### src/timer_pkg.sv
// Shared constants and types for the timer channel block and its port end.
// Assumes a 32-bit Avalon-MM register bus with byte addresses on eight bits.
package timer_pkg;

	typedef enum logic [2:0] {
		normal_mode = 3'b000,
		frequency_waveform_mode = 3'b001,
		single_slope_mode = 3'b011,
		dual_top_mode = 3'b101,
		dual_both_mode = 3'b110,
		dual_bottom_mode = 3'b111
	} wgmode_type;

	typedef enum logic [2:0] {
		act_off = 3'b000,
		act_capture = 3'b001,
		act_updown = 3'b010,
		act_quadrature = 3'b011,
		act_restart = 3'b100,
		act_freq_capture = 3'b101,
		act_pulse_width = 3'b110
	} evact_type;

	localparam logic [7:0] off_clock = 8'h00;
	localparam logic [7:0] off_mode = 8'h04;
	localparam logic [7:0] off_direct = 8'h08;
	localparam logic [7:0] off_event = 8'h0c;
	localparam logic [7:0] off_command = 8'h10;
	localparam logic [7:0] off_status = 8'h14;
	localparam logic [7:0] off_irq_enable = 8'h18;
	localparam logic [7:0] off_counter = 8'h1c;
	localparam logic [7:0] off_period = 8'h20;
	localparam logic [7:0] off_period_buf = 8'h24;
	localparam logic [7:0] off_compare = 8'h28;
	localparam logic [7:0] off_compare_buf = 8'h38;
	localparam logic [7:0] channel_stride = 8'h04;

	localparam int enable_lsb = 4;
	localparam int delay_bit = 4;
	localparam int evact_lsb = 5;
	localparam int cmd_update_bit = 0;
	localparam int cmd_restart_bit = 1;
	localparam int cmd_reset_bit = 2;
	localparam int cmd_lock_bit = 8;
	localparam int st_overflow_bit = 0;
	localparam int st_error_bit = 1;
	localparam int st_flag_lsb = 4;

	localparam logic [15:0] counter_reset = 16'h0000;
	localparam logic [15:0] period_reset = 16'hffff;
	localparam logic [15:0] compare_reset = 16'h0000;

	// Prescaler masks per clock select code; a tick comes when all mask bits are set.
	localparam logic [9:0] div_mask [8] = '{10'h000, 10'h000, 10'h001, 10'h003,
		10'h007, 10'h03f, 10'h0ff, 10'h3ff};

endpackage

### src/timer_port_if.sv
// Link between the timer channel block and the port pin and event routing end.
// Both ends run on the same clock; every signal here is sampled on its edge.
interface timer_port_if;
	logic [3:0] ev_pulse;
	logic [3:0] ev_rise;
	logic [3:0] waveform_output;
	logic [3:0] override;
	logic ovf_event;
	logic [3:0] cc_event;
	logic err_event;

	modport device (input ev_pulse, input ev_rise, output waveform_output, output override,
		output ovf_event, output cc_event, output err_event);
	modport port (output ev_pulse, output ev_rise, input waveform_output, input override,
		input ovf_event, input cc_event, input err_event);
endinterface
### src/timer_capture_compare_waveform.sv
// Capture and compare channels of a 16-bit timer with waveform generation.
// Assumes events arrive as one-cycle pulses with edge polarity on the link.
// Behaviour
// frequency capture stores counter then restarts it
// stored value counts ticks since last restart
// software enables one channel in frequency capture
// pulse width: rise restarts, fall captures
// pin sensing must flag both edges
// upper cascaded timer needs one-cycle event delay
// full buffer discards capture, sets error flag
// compare equality sets flag, event, interrupt
// buffered compare loads only at update point
// software picks mode, no action, output pin
// enabled waveform channel overrides pin output
// pin invert inverts driven waveform
// frequency mode toggles at channel A period
// single slope: set on match, clear at top
// period value sets resolution, minimum three
// dual slope: up clears, down sets, bottom sets
// overflow, per-channel and error interrupts
// every interrupt condition also gives an event
// software update acts unless update locked
// restart clears counter, direction and outputs
// reset command only while timer is off
// capture buffer and value form two-entry queue
// event delay holds events one clock
// capture restart zeroes counter same clock
module timer_capture_compare_waveform (
	input wire logic clk,
	input wire logic rstn,
	timer_port_if.device link,
	input wire logic [7:0] avs_address,
	input wire logic avs_read,
	input wire logic avs_write,
	input wire logic [31:0] avs_writedata,
	output logic [31:0] avs_readdata,
	output logic avs_waitrequest,
	output logic irq_overflow,
	output logic irq_error,
	output logic [3:0] irq_channel
);
	logic done_q, event_delay_bit_q, lock_q, dir_q, period_buffer_valid_q, ovf_flag_q, err_flag_q;
	logic [31:0] rdata_q, rmux;
	logic [3:0] clksel_q, channel_enable_q, ev_dly_q, rise_dly_q, buffer_valid_flag_q, cc_flag_q;
	logic [3:0] waveform_output_q, ev_sel, rise_sel, ch_ev, ch_rise, cap_trig, match, cc_read;
	logic [3:0] wr_cc, wr_buf, room, cc_set, overflow;
	logic [2:0] wgmode_q, evact_q;
	logic [1:0] evsel_q;
	logic [5:0] inten_q, evt_q;
	logic [9:0] pre_q;
	logic [15:0] counter_value_q, period_value_q, period_buf_q, top;
	logic [15:0] channel_compare_value_q [4];
	logic [15:0] cc_buf_q [4];
	logic wr, rd, clear, running, tick, cmd_hit, cmd_update, restart_all, restart_cnt;
	logic capture_mode, dual, at_top, at_bot, update, ovf_ev;

	function automatic logic [7:0] cc_addr(input logic [7:0] base, input int i);
		return base + 8'(i) * timer_pkg::channel_stride;
	endfunction

	// Every access takes one wait cycle; the write lands on the edge where wait is low.
	assign avs_waitrequest = (avs_read | avs_write) & ~done_q;
	assign wr = avs_write & done_q;
	assign rd = avs_read & done_q;
	assign avs_readdata = rdata_q;

	assign cmd_hit = wr && avs_address == timer_pkg::off_command;
	assign running = clksel_q != 4'h0;
	assign clear = !rstn || (cmd_hit && avs_writedata[timer_pkg::cmd_reset_bit] && !running);
	// Event channel clock sources are not counted here; such a selection only holds the counter.
	assign tick = running && !clksel_q[3]
		&& (pre_q & timer_pkg::div_mask[clksel_q[2:0]]) == timer_pkg::div_mask[clksel_q[2:0]];
	assign cmd_update = cmd_hit && avs_writedata[timer_pkg::cmd_update_bit] && !lock_q;

	assign ev_sel = event_delay_bit_q ? ev_dly_q : link.ev_pulse;
	assign rise_sel = event_delay_bit_q ? rise_dly_q : link.ev_rise;
	assign capture_mode = evact_q == timer_pkg::act_capture || evact_q == timer_pkg::act_freq_capture
		|| evact_q == timer_pkg::act_pulse_width;
	assign dual = wgmode_q[2];
	assign top = (wgmode_q == timer_pkg::frequency_waveform_mode) ? channel_compare_value_q[0]
		: period_value_q;
	assign at_top = tick && counter_value_q == top;
	assign at_bot = tick && counter_value_q == 16'h0000;
	assign update = ((wgmode_q == timer_pkg::normal_mode
		|| wgmode_q == timer_pkg::frequency_waveform_mode) ? at_top : at_bot) || cmd_update;

	always_comb begin
		unique case (wgmode_q)
			timer_pkg::normal_mode, timer_pkg::frequency_waveform_mode, timer_pkg::dual_top_mode:
				ovf_ev = at_top;
			timer_pkg::single_slope_mode, timer_pkg::dual_bottom_mode: ovf_ev = at_bot;
			timer_pkg::dual_both_mode: ovf_ev = at_top || at_bot;
			default: ovf_ev = 1'b0;
		endcase
	end

	always_comb begin
		logic [1:0] idx;
		idx = 2'b00;
		for (int i = 0; i < 4; i++) begin
			idx = 2'(i) + evsel_q;
			ch_ev[i] = ev_sel[idx];
			ch_rise[i] = rise_sel[idx];
			match[i] = counter_value_q == channel_compare_value_q[i];
			cc_read[i] = rd && avs_address == cc_addr(timer_pkg::off_compare, i);
			wr_cc[i] = wr && avs_address == cc_addr(timer_pkg::off_compare, i);
			wr_buf[i] = wr && avs_address == cc_addr(timer_pkg::off_compare_buf, i);
			cap_trig[i] = channel_enable_q[i] && ch_ev[i] && (evact_q == timer_pkg::act_capture
				|| (evact_q == timer_pkg::act_freq_capture && ch_rise[i])
				|| (evact_q == timer_pkg::act_pulse_width && !ch_rise[i]));
			room[i] = !cc_flag_q[i] || cc_read[i];
			overflow[i] = capture_mode && cap_trig[i] && buffer_valid_flag_q[i] && !room[i];
			cc_set[i] = capture_mode ? (room[i] && (buffer_valid_flag_q[i] || cap_trig[i]))
				: (tick && match[i]);
		end
	end

	// Frequency and pulse-width capture restart on the rising edge of any enabled source, hence one channel only.
	assign restart_all = (cmd_hit && avs_writedata[timer_pkg::cmd_restart_bit])
		|| (evact_q == timer_pkg::act_restart && ch_ev[0]);
	assign restart_cnt = restart_all || ((evact_q == timer_pkg::act_freq_capture
		|| evact_q == timer_pkg::act_pulse_width) && |(channel_enable_q & ch_ev & ch_rise));

	always_ff @(posedge clk) begin
		if (!rstn) begin
			done_q <= 1'b0;
			rdata_q <= 32'h0000_0000;
		end else begin
			done_q <= (avs_read | avs_write) & ~done_q;
			rdata_q <= rmux;
		end
	end

	always_ff @(posedge clk) begin
		if (clear) begin
			clksel_q <= 4'h0;
			channel_enable_q <= 4'h0;
			wgmode_q <= 3'h0;
			evact_q <= 3'h0;
			event_delay_bit_q <= 1'b0;
			evsel_q <= 2'h0;
			lock_q <= 1'b0;
			inten_q <= 6'h00;
		end else if (wr) begin
			if (avs_address == timer_pkg::off_clock) clksel_q <= avs_writedata[3:0];
			if (avs_address == timer_pkg::off_mode) begin
				channel_enable_q <= avs_writedata[timer_pkg::enable_lsb +: 4];
				wgmode_q <= avs_writedata[2:0];
			end
			if (avs_address == timer_pkg::off_event) begin
				evact_q <= avs_writedata[timer_pkg::evact_lsb +: 3];
				event_delay_bit_q <= avs_writedata[timer_pkg::delay_bit];
				evsel_q <= avs_writedata[1:0];
			end
			if (cmd_hit) lock_q <= avs_writedata[timer_pkg::cmd_lock_bit];
			if (avs_address == timer_pkg::off_irq_enable) inten_q <= avs_writedata[5:0];
		end
	end

	always_ff @(posedge clk) begin
		if (clear) begin
			pre_q <= 10'h000;
			ev_dly_q <= 4'h0;
			rise_dly_q <= 4'h0;
		end else begin
			pre_q <= running ? pre_q + 10'h001 : 10'h000;
			ev_dly_q <= link.ev_pulse;
			rise_dly_q <= link.ev_rise;
		end
	end

	// A period of zero in dual slope would turn the count at zero and wrap it.
	always_ff @(posedge clk) begin
		if (clear) begin
			counter_value_q <= timer_pkg::counter_reset;
			dir_q <= 1'b0;
		end else if (wr && avs_address == timer_pkg::off_counter) begin
			counter_value_q <= avs_writedata[15:0];
		end else if (restart_cnt) begin
			counter_value_q <= timer_pkg::counter_reset;
			dir_q <= 1'b0;
		end else if (tick) begin
			if (!dual) begin
				counter_value_q <= (counter_value_q == top) ? 16'h0000 : counter_value_q + 16'h0001;
			end else if (!dir_q) begin
				dir_q <= counter_value_q == top;
				counter_value_q <= (counter_value_q == top) ? counter_value_q - 16'h0001
					: counter_value_q + 16'h0001;
			end else begin
				dir_q <= counter_value_q != 16'h0000;
				counter_value_q <= (counter_value_q == 16'h0000) ? 16'h0001
					: counter_value_q - 16'h0001;
			end
		end
	end

	always_ff @(posedge clk) begin
		if (clear) begin
			period_value_q <= timer_pkg::period_reset;
			period_buf_q <= timer_pkg::period_reset;
			period_buffer_valid_q <= 1'b0;
		end else if (wr && avs_address == timer_pkg::off_period) begin
			period_value_q <= avs_writedata[15:0];
		end else if (wr && avs_address == timer_pkg::off_period_buf) begin
			period_buf_q <= avs_writedata[15:0];
			period_buffer_valid_q <= 1'b1;
		end else if (update && period_buffer_valid_q) begin
			period_value_q <= period_buf_q;
			period_buffer_valid_q <= 1'b0;
		end
	end

	always_ff @(posedge clk) begin
		for (int i = 0; i < 4; i++) begin
			if (clear) begin
				channel_compare_value_q[i] <= timer_pkg::compare_reset;
				cc_buf_q[i] <= timer_pkg::compare_reset;
				buffer_valid_flag_q[i] <= 1'b0;
			end else if (wr_cc[i]) begin
				channel_compare_value_q[i] <= avs_writedata[15:0];
			end else if (wr_buf[i]) begin
				cc_buf_q[i] <= avs_writedata[15:0];
				buffer_valid_flag_q[i] <= 1'b1;
			end else if (capture_mode) begin
				if (buffer_valid_flag_q[i] && room[i]) begin
					channel_compare_value_q[i] <= cc_buf_q[i];
					if (cap_trig[i]) cc_buf_q[i] <= counter_value_q;
					else buffer_valid_flag_q[i] <= 1'b0;
				end else if (cap_trig[i] && room[i]) begin
					channel_compare_value_q[i] <= counter_value_q;
				end else if (cap_trig[i] && !buffer_valid_flag_q[i]) begin
					cc_buf_q[i] <= counter_value_q;
					buffer_valid_flag_q[i] <= 1'b1;
				end
			end else if (update && buffer_valid_flag_q[i]) begin
				channel_compare_value_q[i] <= cc_buf_q[i];
				buffer_valid_flag_q[i] <= 1'b0;
			end
		end
	end

	// Flags: a hardware set in the same cycle as a clear wins.
	always_ff @(posedge clk) begin
		if (clear) begin
			cc_flag_q <= 4'h0;
			ovf_flag_q <= 1'b0;
			err_flag_q <= 1'b0;
		end else begin
			cc_flag_q <= (cc_flag_q & ~((wr && avs_address == timer_pkg::off_status)
				? avs_writedata[timer_pkg::st_flag_lsb +: 4] : (capture_mode ? cc_read : 4'h0)))
				| cc_set;
			ovf_flag_q <= (ovf_flag_q & ~(wr && avs_address == timer_pkg::off_status
				&& avs_writedata[timer_pkg::st_overflow_bit])) | ovf_ev;
			err_flag_q <= (err_flag_q & ~(wr && avs_address == timer_pkg::off_status
				&& avs_writedata[timer_pkg::st_error_bit])) | |overflow;
		end
	end

	always_ff @(posedge clk) begin
		if (clear || restart_all) begin
			waveform_output_q <= 4'h0;
		end else if (!running && wr && avs_address == timer_pkg::off_direct) begin
			waveform_output_q <= avs_writedata[3:0];
		end else if (tick) begin
			for (int i = 0; i < 4; i++) begin
				if (wgmode_q == timer_pkg::frequency_waveform_mode) begin
					if (i == 0 && at_top) waveform_output_q[i] <= ~waveform_output_q[i];
				end else if (wgmode_q == timer_pkg::single_slope_mode) begin
					if (at_top) waveform_output_q[i] <= 1'b0;
					else if (match[i]) waveform_output_q[i] <= 1'b1;
				end else if (dual) begin
					if (at_bot) waveform_output_q[i] <= 1'b1;
					else if (match[i]) waveform_output_q[i] <= dir_q;
				end
			end
		end
	end

	always_ff @(posedge clk) begin
		if (!rstn) evt_q <= 6'h00;
		else evt_q <= {|overflow, cc_set, ovf_ev};
	end

	always_comb begin
		rmux = 32'h0000_0000;
		unique case (avs_address)
			timer_pkg::off_clock: rmux[3:0] = clksel_q;
			timer_pkg::off_mode: rmux[7:0] = {channel_enable_q, 1'b0, wgmode_q};
			timer_pkg::off_direct: rmux[3:0] = waveform_output_q;
			timer_pkg::off_event: rmux[7:0] = {evact_q, event_delay_bit_q, 2'b00, evsel_q};
			timer_pkg::off_command: rmux[timer_pkg::cmd_lock_bit] = lock_q;
			timer_pkg::off_status: rmux[13:0] = {period_buffer_valid_q, dir_q, buffer_valid_flag_q,
				cc_flag_q, 2'b00, err_flag_q, ovf_flag_q};
			timer_pkg::off_irq_enable: rmux[5:0] = inten_q;
			timer_pkg::off_counter: rmux[15:0] = counter_value_q;
			timer_pkg::off_period: rmux[15:0] = period_value_q;
			timer_pkg::off_period_buf: rmux[15:0] = period_buf_q;
			default: begin
				for (int i = 0; i < 4; i++) begin
					if (avs_address == cc_addr(timer_pkg::off_compare, i))
						rmux[15:0] = channel_compare_value_q[i];
					if (avs_address == cc_addr(timer_pkg::off_compare_buf, i))
						rmux[15:0] = cc_buf_q[i];
				end
			end
		endcase
	end

	assign link.waveform_output = waveform_output_q;
	assign link.override = channel_enable_q & {4{wgmode_q != timer_pkg::normal_mode}};
	assign link.ovf_event = evt_q[0];
	assign link.cc_event = evt_q[4:1];
	assign link.err_event = evt_q[5];
	assign irq_overflow = ovf_flag_q & inten_q[0];
	assign irq_error = err_flag_q & inten_q[1];
	assign irq_channel = cc_flag_q & inten_q[5:2];
endmodule // timer_capture_compare_waveform

### src/flat_wrapper.sv
// flat-port wrapper written by rule: the top's interface ports become plain ports
module timer_capture_compare_waveform_flat 
  (clk, rstn, avs_address, avs_read, avs_write, avs_writedata, avs_readdata, avs_waitrequest, irq_overflow, irq_error, irq_channel, link_ev_pulse, link_ev_rise, link_waveform_output, link_override, link_ovf_event, link_cc_event, link_err_event);
  timer_port_if link_i ();
  input wire logic clk;
  input wire logic rstn;
  input wire logic [7:0] avs_address;
  input wire logic avs_read;
  input wire logic avs_write;
  input wire logic [31:0] avs_writedata;
  output logic [31:0] avs_readdata;
  output logic avs_waitrequest;
  output logic irq_overflow;
  output logic irq_error;
  output logic [3:0] irq_channel;
  input wire logic [$bits(link_i.ev_pulse)-1:0] link_ev_pulse;
  input wire logic [$bits(link_i.ev_rise)-1:0] link_ev_rise;
  output wire logic [$bits(link_i.waveform_output)-1:0] link_waveform_output;
  output wire logic [$bits(link_i.override)-1:0] link_override;
  output wire logic [$bits(link_i.ovf_event)-1:0] link_ovf_event;
  output wire logic [$bits(link_i.cc_event)-1:0] link_cc_event;
  output wire logic [$bits(link_i.err_event)-1:0] link_err_event;
  assign link_i.ev_pulse = link_ev_pulse;
  assign link_i.ev_rise = link_ev_rise;
  assign link_waveform_output = link_i.waveform_output;
  assign link_override = link_i.override;
  assign link_ovf_event = link_i.ovf_event;
  assign link_cc_event = link_i.cc_event;
  assign link_err_event = link_i.err_event;
  timer_capture_compare_waveform u_core (.clk(clk), .rstn(rstn), .link(link_i), .avs_address(avs_address), .avs_read(avs_read), .avs_write(avs_write), .avs_writedata(avs_writedata), .avs_readdata(avs_readdata), .avs_waitrequest(avs_waitrequest), .irq_overflow(irq_overflow), .irq_error(irq_error), .irq_channel(irq_channel));
endmodule
### config.mk
export PLATFORM = sky130hd
export DESIGN_NAME = timer_capture_compare_waveform_flat
export DESIGN_NICKNAME = d
export VERILOG_FILES = /design/src/timer_pkg.sv /design/src/timer_port_if.sv /design/src/timer_capture_compare_waveform.sv /design/src/flat_wrapper.sv
export SDC_FILE = /design/constraint.sdc
export NUM_CORES = 1
export LEC_CHECK = 0
export BUFFER_PORTS_ARGS = -buffer_cell sky130_fd_sc_hd__clkbuf_2
export CELL_PAD_IN_SITES_DETAIL_PLACEMENT = 1
export CELL_PAD_IN_SITES_GLOBAL_PLACEMENT = 2
export CORE_ASPECT_RATIO = 1.1
export CORE_UTILIZATION = 39
export DETAILED_ROUTE_END_ITERATION = 16
export PLACE_DENSITY_LB_ADDON = 0.1
export RECOVER_POWER = 25
export SYNTH_ARGS = -nofsm -noshare
export SYNTH_HDL_FRONTEND = slang
export SYNTH_SLANG_ARGS = --single-unit
### constraint.sdc
create_clock -name clk -period 4.4 [get_ports clk]
set_input_delay 0.66 -clock clk [delete_from_list [all_inputs] [get_ports clk]]
set_output_delay 0.66 -clock clk [all_outputs]
set_load 0.005 [all_outputs]
==> results.toml <==
[run_status]
status = "finished, violations left"
violations = "max-capacitance violations, max-slew violations"

[clock_network]
post_cts_buffers = 0
cts_resized = 0
clock_sinks = 257
cts_tree = "yes"
cts_inserted_buffers = 31
cts_hold_buf = 0
htree_num_levels = 1
clk_path_buf_depth = 3
insertion_delay_ps = 610
cts-root-buf = "clkbuf_16"
clkTransAtPathRegs_ps = 60

[layout]
nets = 1818
n_antenna_cell = 0
final_cell_mix = "nand2_1 (203), dfxtp_1 (129), edfxtp_1 (128), a22o_1 (122), nor2_1 (102)"
syn_to_final_growth_pct = 13.46
fill_cells = 4527
layout_commonest_cell = "nand2_1"
fin_cells = 2295
drive_gt1_share_pct = 13.26

[power_and_ir_drop]
power.internal_mw = 4.088
clockPowerShare_pct = 47.0
swShare_pct = 24.97
p_seq_share_pct = 47.7
cellLeakagePower_nw = 6.948
powerDensity_mw_per_mm2 = 309.3
p_sw_mw = 1.361
combPwrFrac_pct = 5.4
ir_worst_vdd_mv = 0.2879

[detailed_routing]
drt-total-wl_um = 70030
wl_per_cell_um = 30.51
drt-vias-per-instance = 6.513
drc = 0
ant_nets = 0
drt_iter0_drc = 1587
dr_total_vias = 14950
dr.pass1.iters = 8

[timing]
fin_crit_sh_pct = 90.84
max_freq_ghz = 0.2502
rsz0062_at_grt = "no"
drv_slew = 32
finalSetupViolations = 0
setup-tns-final_ps = 0
final-hold-violation-count = 0
final.min_clock_period_ps = 3997
slew_headroom_pct = -18.00
fin_skew_ps = 34.36
worst-slew-pin-transition_ps = 1770

[hold_path]
holdCritStartpoint = "link_ev_pulse[3]"
whs_path_depth = 2
hold_path_class = "primary input to register"
min_to = "u_core.ev_dly_q[3]"

[grt]
globalRouteOverflowTotal = 0
track_usage_pct = 34.35
grt_start_max_net_pins = 47
antenna_found_initial = 1
grt_pass1_wl_um = 101600
grt_pass1_vias = 14600

[worst_setup_path]
cp_common_cell = "nand2_1"
cp_slowest_stage_delay_ps = 890
r2r_cells = 9
r2r_slack_ps = 400
cp_max_fo = 16
path_class = "register to register"
crit_chain = "mux4_2 > mux2i_1 > nand2_1 > a211o_1 > nand2_1 > a41oi_1 > nor2_1 > o311ai_0 > a2bb2oi_1"
critPathRequiredTime_ps = 4840
end_kind = "register"
critPathLaunchType = "register"
cpMaxStageDelayCell = "nor2_1"
r2r-start = "u_core.event_delay_bit_q"
crit_arrival_ps = 4440
r2r_end = "u_core.channel_compare_value_q[2][7]"

[die]
rows = 76
io_pins = 105
start_util_pct = 39.63
dieHeight_um = 211.3
core_mm2 = 0.03918
die_w_um = 192.2
dieArea_mm2 = 0.04061

[synth]
synth_cells = 1698
synth_ff_type = "dfxtp_1"
netlist_area_mm2 = 0.01552
synth_edf_count = 128
ys_async_sr_fraction_pct = 0
synth-seq-cells = 257
avgSynthCellArea_um2 = 9.143
ys_warn_count = 0
synth.distinct_cells = 85
seq_area_frac_synth_pct = 41.39

[run]
drv_cap = 1

[place]
port_buffers = 72
gp_congestion = 0.9210
dp_cells = 2237
place_hpwl_um = 50050
[power by group through the flow]
stage,Sequential (mW),Combinational [mW],Clock (mW)
after CTS,2.60,0.288,2.58
after floorplan,2.63,0.154,0
after detailed placement,2.65,0.288,0
after global routing,2.60,0.303,2.68
final,2.60,0.292,2.56
after global placement,2.64,0.286,0
[layer usage]
layer | global-route usage, % | routed length [um] | vias up
met1 | 46.36 | 29720 | 7589
met5 | 0 | 11 | -
li1 | - | - | 6559
met2 | 54.69 | 32140 | 652
met4 | 16.37 | 3579 | 2
met3 | 3.672 | 4577 | 145
[how the worst max path moves through the flow]
| stage | startpoint | end | slack, ps |
|---|---|---|---|
| final | u_core.event_delay_bit_q | u_core.channel_compare_value_q[2][7] | 400 |
| after global routing | u_core.event_delay_bit_q | u_core.channel_compare_value_q[2][5] | 200 |
| after CTS | u_core.event_delay_bit_q | u_core.channel_compare_value_q[2][5] | 470 |
| after detailed placement | link_ev_rise[0] | u_core.channel_compare_value_q[2][5] | 430 |
| after global placement | avs_address[3] | u_core.channel_compare_value_q[0][8] | 530 |
| after floorplan | u_core.wgmode_q[2] | u_core.channel_compare_value_q[1][0] | 960 |
[Yosys cell counts (9+ instances only)]
cell	count	area (um2)
nand2_1	203	762.0
dfxtp_1	129	2582
edfxtp_1	128	3844
a22o_1	122	1069
nor2_1	102	382.9
clkbuf_1	96	360.4
a21oi_1	91	455.4
nand3_1	82	410.4
xor2_1	64	560.5
a21o_1	49	367.9
a22oi_1	49	367.9
o21ai_0	40	200.2
a31oi_1	38	237.7
mux2i_1	33	330.3
nor3_1	30	150.1
xnor2_1	28	245.2
inv_1	27	101.4
nor4_1	25	156.4
and2_1	24	150.1
o211ai_1	24	180.2
buf_2	23	115.1
buf_4	21	157.7
o311ai_0	19	166.4
a221oi_1	17	148.9
buf_1	16	60.06
nand2b_1	16	100.1
a211oi_1	15	112.6
a2bb2oi_1	15	131.4
or3_1	13	81.33
a222oi_1	12	120.1
and3_1	10	62.56
nand4_1	10	62.56
mux4_2	9	202.7
[layout make-up]
cell class	instances	area [um2]	area share, %
Multi-Input combinational cell	1270	8397	47.67
Sequential cell	257	6426	36.48
Timing Repair Buffer	175	1076	6.109
Clock buffer	44	854.6	4.852
Tap cell	507	634.4	3.601
Clock inverter	14	121.4	0.6890
Inverter	28	105.1	0.5967
[cells by family (layout without fill, tap and decap cells)]
kind of cell    after synthesis  count (layout)  share of synthesized area, %
xor+xnor                     92              92                         5.190
simple gates                552             552                         17.26
buf+inv                     186             261                         5.287
fa+ha+maj                     3               3                        0.2418
other cells                   1              16                       0.02415
flops                       257             257                         41.39
compound gates              561             561                         26.88
mux                          46              46                         3.723
[state kept, by name (all words and copies together) (netlist names), 6 cells and up]
name	flops
u_core.counter_value_q	16
u_core.pre_q	10
u_core.cc_buf_q	64
u_core.evt_q	6
u_core.period_value_q	16
u_core.channel_compare_value_q	64
u_core.inten_q	6
u_core.avs_readdata	16
u_core.period_buf_q	16
[critical path, delay by kind of cell, from the launching register on]
kind / cells / cell delay (ps)
flip-flops: 1 / 610
multiplexers: 2 / 790
AND/OR/NAND/NOR: 3 / 1130
AO/OA/AOI/OAI: 4 / 1310
[stage by stage]
stage	utilization [%]	hold slack [ps]	area, um2	setup slack [ps]	power [mW]
global placement	42.65	467.3	16710	528.7	2.930
floorplan	-	437.2	15580	957.0	2.784
finish	44.96	332.7	17610	403.2	5.448
CTS	45.15	313.9	17690	473.0	5.463
detailed placement	42.65	474.7	16710	428.0	2.935
global route	44.96	339.6	17610	195.3	5.578
No activity file was read; power rests on OpenSTA's default activity.
